### src/rtl/slot_fifo_format_regs.svh
// Register offset, field positions and reset values of the slot FIFO format control
`ifndef SLOT_FIFO_FORMAT_REGS_SVH
`define SLOT_FIFO_FORMAT_REGS_SVH

// ****************************************
// Register map
// ****************************************
`define SLOT_FMT_CTRL_OFS      8'h11
`define SLOT_FMT_CTRL_RESET    16'h1000

// ****************************************
// Field positions
// ****************************************
`define READOUT_MODE_BIT       13
`define DROP_POLICY_BIT        12
`define SECOND_FMT_HI          8
`define SECOND_FMT_LO          6
`define SECOND_ENABLE_BIT      5
`define FIRST_FMT_HI           4
`define FIRST_FMT_LO           2
`define FIRST_ENABLE_BIT       0

// ****************************************
// Format codes and word counts
// ****************************************
`define FMT_NONE               3'h0
`define FMT_SUM16              3'h1
`define FMT_SUM32              3'h2
`define FMT_CH16               3'h4
`define FMT_CH32               3'h6
`define WORDS_SUM16            4'h1
`define WORDS_SUM32            4'h2
`define WORDS_CH16             4'h4
`define WORDS_CH32             4'h8

`endif

### src/rtl/slot_fifo_format_pkg.sv
// Types shared by the slot FIFO format logic
package slot_fifo_format_pkg;

   // One finished sample of one time slot
   typedef struct packed {
      logic             slot;     // 0 first slot, 1 second slot
      logic [3:0][31:0] chan;
   } sample_t;

   // Output sequencer states
   typedef enum logic [0:0] {
      ST_IDLE = 1'b0,
      ST_EMIT = 1'b1
   } emit_state_t;

endpackage

### src/rtl/slot_fifo_format.sv
// Slot FIFO format control register and sample-to-FIFO word packer
//
// Function
// Second-slot format field bits 8:6; zero stores nothing from that slot.
// Second-slot code 1 stores 16-bit four-channel sum; code 2 stores 32-bit sum.
// Second-slot code 4 stores four 16-bit channel words per sample.
// Second-slot code 6 stores four 32-bit extended channel words per sample.
// Second slot stored only if averaging factors match or first format zero.
// Bit 5 enables the second time slot.
// First-slot format field bits 4:2; zero stores nothing from that slot.
// First-slot code 1 stores 16-bit sum; code 2 stores 32-bit sum.
// First-slot code 4 stores four 16-bit words; code 6 four 32-bit words.
// Drop policy 1 discards samples while FIFO full; 0 overwrites oldest.
// Software uses only codes 0,1,2,4,6; bits 11:9 reserved.
`timescale 1ns/1ps
`include "slot_fifo_format_regs.svh"

module slot_fifo_format
   import slot_fifo_format_pkg::*;
(
   input  wire logic          sys_clk,
   input  wire logic          rst,
   input  wire logic          regWrEn,
   input  wire logic [7:0]    regAddr,
   input  wire logic [15:0]   regWrData,
   output logic      [15:0]   regRdData,
   input  wire logic [2:0]    firstAvgFactor,
   input  wire logic [2:0]    secondAvgFactor,
   input  wire logic          sampleValid,
   input  wire sample_t       sampleIn,
   output logic               sampleReady,
   input  wire logic          fifoFull,
   output logic               fifoWrEn,
   output logic      [15:0]   fifoWrData,
   output logic               fifoOverwrite,
   output logic               firstSlotEnable,
   output logic               secondSlotEnable
);

   // ****************************************
   // Word count per format code
   // ****************************************
   function automatic logic [3:0] word_count(input logic [2:0] fmt);
      logic [3:0] n;
      n = 4'h0;
      unique case (fmt)
         `FMT_SUM16: n = `WORDS_SUM16;
         `FMT_SUM32: n = `WORDS_SUM32;
         `FMT_CH16:  n = `WORDS_CH16;
         `FMT_CH32:  n = `WORDS_CH32;
         default:    n = 4'h0;   // Zero and reserved codes store nothing
      endcase
      return n;
   endfunction

   // ****************************************
   // Control register
   // ****************************************
   logic [15:0] ctrl_q;
   logic [15:0] regRdData_q;
   wire         ctrlHit = (regAddr == `SLOT_FMT_CTRL_OFS);

   // Whole word stored, reserved bits included, so reads return what was written
   always_ff @(posedge sys_clk) begin
      if (rst) begin
         ctrl_q      <= `SLOT_FMT_CTRL_RESET;
         regRdData_q <= 16'h0000;
      end else begin
         if (regWrEn && ctrlHit) begin
            ctrl_q <= regWrData;
         end
         regRdData_q <= ctrlHit ? ctrl_q : 16'h0000;
      end
   end

   // Field decode
   wire [2:0] secondFmt   = ctrl_q[`SECOND_FMT_HI:`SECOND_FMT_LO];
   wire [2:0] firstFmt    = ctrl_q[`FIRST_FMT_HI:`FIRST_FMT_LO];
   wire       secondOn    = ctrl_q[`SECOND_ENABLE_BIT];
   wire       firstOn     = ctrl_q[`FIRST_ENABLE_BIT];
   wire       dropPolicy  = ctrl_q[`DROP_POLICY_BIT];

   // ****************************************
   // Sample acceptance
   // ****************************************
   // Second slot only while averaging agrees or first-slot format is zero
   wire       secondStoreOk = (firstAvgFactor == secondAvgFactor) ||
                              (firstFmt == `FMT_NONE);
   wire       slotActive  = sampleIn.slot ? (secondOn && secondStoreOk) : firstOn;
   wire [2:0] slotFmt     = sampleIn.slot ? secondFmt : firstFmt;
   wire [3:0] slotWords   = slotActive ? word_count(slotFmt) : 4'h0;
   wire       dropSample  = dropPolicy && fifoFull;
   logic      sampleReady_q;   // Declared here, ahead of the acceptance decode that reads it
   wire       accept      = sampleValid && sampleReady_q;
   wire       startEmit   = accept && (slotWords != 4'h0) && !dropSample;

   // Four-channel sum, carried to 34 bits; the 32-bit form takes bits 31:0 only and drops the top carries
   wire [33:0] chanSum = {2'b00, sampleIn.chan[0]} + {2'b00, sampleIn.chan[1]} +
                         {2'b00, sampleIn.chan[2]} + {2'b00, sampleIn.chan[3]};

   // ****************************************
   // Word packing, most significant half first for 32-bit values
   // ****************************************
   logic [7:0][15:0] packed_d;
   always_comb begin
      packed_d = '0;
      unique case (slotFmt)
         `FMT_SUM16: packed_d[0] = chanSum[15:0];
         `FMT_SUM32: begin
            packed_d[0] = chanSum[31:16];
            packed_d[1] = chanSum[15:0];
         end
         `FMT_CH16: begin
            for (int i = 0; i < 4; i++) begin
               packed_d[i] = sampleIn.chan[i][15:0];
            end
         end
         `FMT_CH32: begin
            for (int i = 0; i < 4; i++) begin
               packed_d[2*i]   = sampleIn.chan[i][31:16];
               packed_d[2*i+1] = sampleIn.chan[i][15:0];
            end
         end
         default: packed_d = '0;
      endcase
   end

   // ****************************************
   // Output sequencer
   // ****************************************
   emit_state_t      state_q;
   logic [7:0][15:0] words_q;
   logic [3:0]       count_q;
   logic [3:0]       idx_q;
   logic             fifoWrEn_q;
   logic [15:0]      fifoWrData_q;
   logic             fifoOverwrite_q;

   wire lastWord = (idx_q == count_q - 4'h1);

   // One word a cycle; a sample is never split by a drop once started
   always_ff @(posedge sys_clk) begin
      if (rst) begin
         state_q         <= ST_IDLE;
         words_q         <= '0;
         count_q         <= 4'h0;
         idx_q           <= 4'h0;
         sampleReady_q   <= 1'b1;
         fifoWrEn_q      <= 1'b0;
         fifoWrData_q    <= 16'h0000;
         fifoOverwrite_q <= 1'b0;
      end else begin
         fifoWrEn_q      <= 1'b0;
         fifoOverwrite_q <= 1'b0;
         unique case (state_q)
            ST_IDLE: begin
               if (startEmit) begin
                  state_q       <= ST_EMIT;
                  words_q       <= packed_d;
                  count_q       <= slotWords;
                  idx_q         <= 4'h0;
                  sampleReady_q <= 1'b0;
               end
            end
            ST_EMIT: begin
               fifoWrEn_q      <= 1'b1;
               fifoWrData_q    <= words_q[idx_q[2:0]];
               fifoOverwrite_q <= !dropPolicy && fifoFull;
               idx_q           <= idx_q + 4'h1;
               if (lastWord) begin
                  state_q       <= ST_IDLE;
                  sampleReady_q <= 1'b1;
               end
            end
         endcase
      end
   end

   // ****************************************
   // Outputs
   // ****************************************
   logic firstSlotEnable_q;
   logic secondSlotEnable_q;
   always_ff @(posedge sys_clk) begin
      if (rst) begin
         firstSlotEnable_q  <= 1'b0;
         secondSlotEnable_q <= 1'b0;
      end else begin
         firstSlotEnable_q  <= firstOn;
         secondSlotEnable_q <= secondOn;
      end
   end

   assign regRdData        = regRdData_q;
   assign sampleReady      = sampleReady_q;
   assign fifoWrEn         = fifoWrEn_q;
   assign fifoWrData       = fifoWrData_q;
   assign fifoOverwrite    = fifoOverwrite_q;
   assign firstSlotEnable  = firstSlotEnable_q;
   assign secondSlotEnable = secondSlotEnable_q;

endmodule

### config.mk
export PLATFORM = sky130hd
export DESIGN_NAME = slot_fifo_format
export DESIGN_NICKNAME = d
export VERILOG_FILES = /design/src/rtl/slot_fifo_format_pkg.sv /design/src/rtl/slot_fifo_format.sv
export VERILOG_INCLUDE_DIRS = /design/src /design/src/rtl
export SDC_FILE = /design/constraint.sdc
export NUM_CORES = 1
export LEC_CHECK = 0
export ABC_AREA = 1
export BUFFER_PORTS_ARGS = -buffer_cell sky130_fd_sc_hd__buf_2
export CORE_MARGIN = 2
export CORE_UTILIZATION = 40
export DETAILED_ROUTE_END_ITERATION = 6
export REMOVE_ABC_BUFFERS = 1
export SLEW_MARGIN = 20
export SYNTH_ARGS = -nofsm -noshare
export SYNTH_HDL_FRONTEND = slang
export SYNTH_SLANG_ARGS = --single-unit
### constraint.sdc
create_clock -name sys_clk -period 8.7 [get_ports sys_clk]
set_clock_uncertainty 0.1 [all_clocks]
set_input_delay 1.74 -clock sys_clk [delete_from_list [all_inputs] [get_ports sys_clk]]
set_output_delay 1.74 -clock sys_clk [all_outputs]
set_load 0.01 [all_outputs]
==> results of run 1 <==
layout by cell type, fill, tap and decap left out, types with 7 or more instances in the layout:
cell type  count
nand2_1      532
inv_1        368
buf_2        199
nor2_1       192
dfxtp_1      188
a21oi_1      179
o21ai_0      112
nand3_1       73
fa_1          62
o22ai_1       49
ha_1          33
o21ai_1       22
clkbuf_16     17
nand4_1       15
buf_4         14
a22oi_1       13
o221ai_1      11
xnor2_1        8
nor3_1         7
worst max-delay path: stages:
cell	delay, ns
buf_2	0.14
inv_2	0.10
nand2_1	0.06
nand2_1	0.10
nand2_1	0.07
nor2_2	0.70
nor2_2	0.09
nor2_4	0.24
nand3_4	0.55
inv_2	0.94
nand2_1	0.12
a21oi_1	0.16
nor2_1	0.05
layer usage:
metal  share of wire (%)  vias to the layer above  track usage [%]  routed length (um)
li1                    -                     6570                -                   -
met1                  45                     5925             34.4               19500
met2                  47                      373             43.0               20100
met3                 5.6                       55             3.79                2410
met4                 2.2                        0             7.90                 957
met5                   0                        -                0                   0
cell type report:
type / instances / area share, %
clock buffers: 18 / 2.95
clock inverters: 14 / 1.11
inverters: 375 / 9.46
multi-input cells: 1356 / 49.7
flip-flops and latches: 190 / 25.6
well taps: 442 / 3.71
repair buffers: 214 / 7.53
power breakdown:
part	switching (W)	internal [W]
Combinational	0.000592	0.000297
Clock	0.000411	0.000395
Sequential	0.0000000839	0.000869
how the worst max path moves through the flow:
| stage | startpoint | to | slack, ns | cells past startpoint |
|---|---|---|---|---|
| after detailed placement | sampleIn[128] | words_q[1] | 3.37 | 13 |
| after global routing | sampleIn[128] | words_q[1] | 3.58 | 12 |
| after floorplan | sampleIn[128] | words_q[100] | 3.90 | 11 |
| final | sampleIn[128] | words_q[1] | 3.85 | 13 |
| after CTS | sampleIn[128] | words_q[1] | 3.87 | 13 |
| after global placement | sampleIn[128] | words_q[77] | 3.32 | 12 |
registers in the layout (all words and copies together), names as in the netlist:
name and flops:
fifoWrData 16, words_q 128, fifoOverwrite 1, firstSlotEnable 1
sampleReady 1, regRdData 16, idx_q 4, fifoWrEn 1
secondSlotEnable 1, state_q 1, ctrl_q 16, count_q 4
metrics by stage:
step	hold WS [ns]	instances	area [sq um]	setup slack, ns
2_1_floorplan	0.316	1921	12600	3.90
3_3_place_gp	0.325	2576	14300	3.32
3_5_place_dp	0.329	2577	14300	3.37
4_1_cts	0.341	2609	14900	3.87
5_1_grt	0.359	2609	14900	3.58
6_report	0.339	2609	14900	3.85
cell families after synthesis:
group / Yosys count / synth area share (%)
AO/OA/AOI/OAI: 401 / 16.8
XOR/XNOR: 14 / 0.941
flip-flops: 190 / 29.2
AND/OR/NAND/NOR: 846 / 26.3
adder cells (fa/ha/maj): 95 / 12.7
buffers and inverters: 467 / 14.1
==> flow_metrics.env, run 1 <==
export IMPL_status="finished clean"
export IMPL_final_period_utilization_pct=55.8
export IMPL_antenna_found_initial=0
export IMPL_whs_endpoint="regRdData[13]"
export IMPL_first_global_vias=12200
export IMPL_power_density_nw_per_um2=172
export IMPL_synth_warning_count=0
export IMPL_cts_resized=0
export IMPL_hold_buffers=0
export IMPL_initial_core_util_pct=40.4
export IMPL_num_antenna_cells=0
export IMPL_max_slew_margin_rel_pct=34.0
export IMPL_vias=12900
export IMPL_reg2reg_depth=12
export IMPL_routed_via_density=4.95
export IMPL_synth_most_common_cell="nand2_1"
export IMPL_drtIter0Drc=1008
export IMPL_clkTransAtPathRegs_ns=0.08
export IMPL_nets=2413
export IMPL_coreArea_sq_um=32300
export IMPL_r2r_end="words_q[1]"
export IMPL_final_core_util_pct=46.1
export IMPL_avgSynthCellArea_sq_um=6.47
export IMPL_multi_input_area_sq_um=7390
export IMPL_min_from="ctrl_q[13]"
export IMPL_period_needed_ns=4.85
export IMPL_worstPathRequired_ns=8.96
export IMPL_wl_mm=43.0
export IMPL_ys_top_cells_by_area="dfxtp_1 29%, nand2_1 15%, inv_1 11%"
export IMPL_r2r_start="ctrl_q[3]"
export IMPL_critPathKind="in -> reg"
export IMPL_clockBufferDepth=2
export IMPL_yosysTopAreaCell="dfxtp_1"
export IMPL_synthFlopType="dfxtp_1"
export IMPL_die_w_um=185
export IMPL_synth_edf_count=0
export IMPL_antenna_left=0
export IMPL_clockRootBuffer="clkbuf_16"
export IMPL_synth_area_sq_um=13000
export IMPL_area_growth_pct=14.2
export IMPL_synth_top_area_share_pct=29.2
export IMPL_async_flop_share_pct=0
export IMPL_dr_pass1_iters=6
export IMPL_hold_viol=0
export IMPL_design_die_area_sq_um=34000
export IMPL_clock_sinks=190
export IMPL_cts_tree="yes"
export IMPL_hp_class="reg -> reg"
export IMPL_irDropWorstVdd_v=0.000148
export IMPL_dp_hpwl_mm=31.8
export IMPL_finalPower_w=0.00256
export IMPL_place_gp_congestion=0.972
export IMPL_reg2reg_slack_ns=4.92
export IMPL_htree_levels=4
export IMPL_yosysSeqAreaShare_pct=29.2
export IMPL_fill_cells=3434
export IMPL_yosysUniqueCellTypes=41
export IMPL_cts_setup_buffers=0
export IMPL_grt_setup_unrepaired="no"
export IMPL_max_freq_mhz=206
export IMPL_numCtsBuffers=17
export IMPL_tns_ns=0
export IMPL_worstHoldPathCells=2
export IMPL_cp_max_fo=50
export IMPL_ys_ff_latch=190
export IMPL_grt_overflow=0
export IMPL_fp_dieH_um=185
export IMPL_slew_violations=0
export IMPL_clock_latency_ns=0.47
export IMPL_drive_gt1_share_pct=12.3
export IMPL_track_usage_pct=25.8
export IMPL_tightest_slew_ns=0.990
export IMPL_max_cap_violations=0
export IMPL_io_pins=201
export IMPL_critPathCaptureType="register"
export IMPL_setup_viol=0
export IMPL_grt_first_pass_wirelength_mm=67.1
export IMPL_drc=0
export IMPL_seq_area_sq_um=3810
export IMPL_cp_data_arrival_time_ns=5.12
export IMPL_wl_per_cell_um=16.5
export IMPL_start_kind="input port"
export IMPL_portBuffers=200
export IMPL_grt_max_degree=58
export IMPL_synthCells=2013
export IMPL_leakage_nw=7.50
export IMPL_row_count=66
export IMPL_yosys_top_cells_count="532 x nand2_1, 369 x inv_1, 193 x nor2_1, 190 x dfxtp_1, 179 x a21oi_1"
(Power assumes the default switching activity.)
==> inputs of run 2 (changes only) <==
clock period = 4.5 ns   (was 8.7 ns; I/O delays follow)
==> flow_metrics.env, run 2 (synthesis gave the netlist of run 1 again) <==
export IMPL_status="finished clean"
export IMPL_r2r_end="words_q[47]"
export IMPL_period_needed_ns=3.71
export IMPL_seqPwrFrac_pct=33.3
export IMPL_cp_max_fo=4
export IMPL_hp_class="reg -> reg"
export IMPL_critPathCaptureType="register"
export IMPL_slowest_delay_ns=0.55
export IMPL_cpMostUsedCell="inv_1"
export IMPL_cts_resized=0
export IMPL_die_w_um=185
export IMPL_p_int_w=0.00307
export IMPL_cp_data_arrival_time_ns=4.02
export IMPL_power_density_nw_per_um2=338
export IMPL_drive_gt1_share_pct=12.6
export IMPL_dr_pass1_iters=5
export IMPL_clock_sinks=190
export IMPL_grt_max_degree=56
export IMPL_fin_worst_hold_slack_ns=0.341
export IMPL_largest_register="words_q"
export IMPL_coreArea_sq_um=32300
export IMPL_clkTransAtPathRegs_ns=0.08
export IMPL_layout_commonest_cell="nand2_1"
export IMPL_max_cap_violations=0
export IMPL_grt_overflow=0
export IMPL_most_common_layout_cells="532 x nand2_1, 368 x inv_1, 199 x buf_2"
export IMPL_wl_mm=45.6
export IMPL_numCtsBuffers=17
export IMPL_irDropWorstVdd_v=0.000327
export IMPL_track_usage_pct=27.1
export IMPL_area_growth_pct=14.6
export IMPL_setup_viol=0
export IMPL_tns_ns=0
export IMPL_cts_setup_buffers=0
export IMPL_grt_setup_unrepaired="no"
export IMPL_max_freq_mhz=269
export IMPL_place_gp_congestion=1.01
export IMPL_crit_chain="buf_2, inv_1, fa_1, fa_1, inv_1, ha_1, inv_1, fa_1, inv_1, nand3_1, nand3_1, nand2_1, nand3b_1, nand3_1, a21oi_1"
export IMPL_start_kind="input port"
export IMPL_design_die_area_sq_um=34000
export IMPL_antenna_left=0
export IMPL_wl_per_cell_um=17.4
export IMPL_hold_viol=0
export IMPL_clock_latency_ns=0.47
export IMPL_portBuffers=200
export IMPL_cp_endpoint="words_q[3]"
export IMPL_leakage_nw=7.53
export IMPL_io_pins=201
export IMPL_first_global_vias=12400
export IMPL_final_cell_count_no_fill=2617
export IMPL_drc=0
export IMPL_switching_share_pct=39.2
export IMPL_fp_dieH_um=185
export IMPL_largest_register_ffs=128
export IMPL_reg2reg_depth=12
export IMPL_drtIter0Drc=1015
export IMPL_power_switching_w=0.00198
export IMPL_slew_violations=0
export IMPL_cp_slowest_cell="fa_1"
export IMPL_tightest_slew_ns=0.934
export IMPL_clkPwrFrac_pct=31.5
export IMPL_row_count=66
export IMPL_hold_buffers=0
export IMPL_routed_via_density=5.04
export IMPL_worstPathRequired_ns=4.80
export IMPL_htree_levels=4
export IMPL_dp_hpwl_mm=33.8
export IMPL_combPwrFrac_pct=35.2
export IMPL_critPathKind="in -> reg"
export IMPL_cp_startpoint="sampleIn[1]"
export IMPL_r2r_start="ctrl_q[2]"
export IMPL_nets=2421
export IMPL_max_slew_margin_rel_pct=37.7
export IMPL_initial_core_util_pct=40.4
export IMPL_vias=13200
export IMPL_num_antenna_cells=0
export IMPL_clockBufferDepth=2
export IMPL_grt_first_pass_wirelength_mm=69.5
export IMPL_reg2reg_slack_ns=1.77
export IMPL_cts_tree="yes"
export IMPL_antenna_found_initial=0
export IMPL_clockRootBuffer="clkbuf_16"
export IMPL_final_period_utilization_pct=82.5
export IMPL_dp_cells=2585
-- run 2: critical path: cells and delay by family --
kind            cells  cell delay [ns]
fa+ha+maj           4             1.69
simple gates        5             0.80
buf+inv             5             0.44
compound gates      1             0.19
-- run 2: final cells by class --
cell class	count	area, sq um
fill	3504	17400
multi-input combinational	1356	7390
sequential	190	3810
inverter	375	1410
timing repair buffer	222	1180
tap	442	553
clock buffer	20	447
clock inverter	12	146
-- run 2: power groups by stage --
stage                     logic [W]  registers, W  clock network (W)
after global routing        0.00199       0.00168            0.00168
after CTS                   0.00177       0.00168            0.00162
after detailed placement    0.00176       0.00172                  0
final                       0.00178       0.00168            0.00159
after floorplan             0.00114       0.00172                  0
after global placement      0.00177       0.00172                  0
-- run 2: how the worst min path moves through the flow --
stage                from       endpoint  slack (ns)  cells past startpoint
6_report        ctrl_q[9]   regRdData[9]        0.34                      2
2_1_floorplan  ctrl_q[10]  regRdData[10]        0.32                      2
5_1_grt        ctrl_q[13]  regRdData[13]        0.35                      2
4_1_cts         ctrl_q[9]   regRdData[9]        0.34                      2
3_5_place_dp    ctrl_q[9]   regRdData[9]        0.33                      2
3_3_place_gp   ctrl_q[13]  regRdData[13]        0.33                      2
-- run 2: per-stage QoR --
step	util, %	power (W)	worst slack (ns)	instance area [sq um]
6_report	46.3	0.00504	0.786	14900
2_1_floorplan	-	0.00286	0.536	12600
5_1_grt	46.3	0.00535	0.642	14900
3_5_place_dp	44.4	0.00348	0.345	14300
4_1_cts	46.3	0.00507	0.839	14900
3_3_place_gp	44.4	0.00349	0.433	14300
-- run 2: metal layers --
metal | wire length, um | vias up | track usage (%) | share of wire [%]
li1 | - | 6592 | - | -
met3 | 2980 | 49 | 5.32 | 6.5
met5 | 0 | - | 0 | 0
met1 | 20500 | 6127 | 36.1 | 45
met4 | 783 | 0 | 7.26 | 1.7
met2 | 21300 | 418 | 44.8 | 47
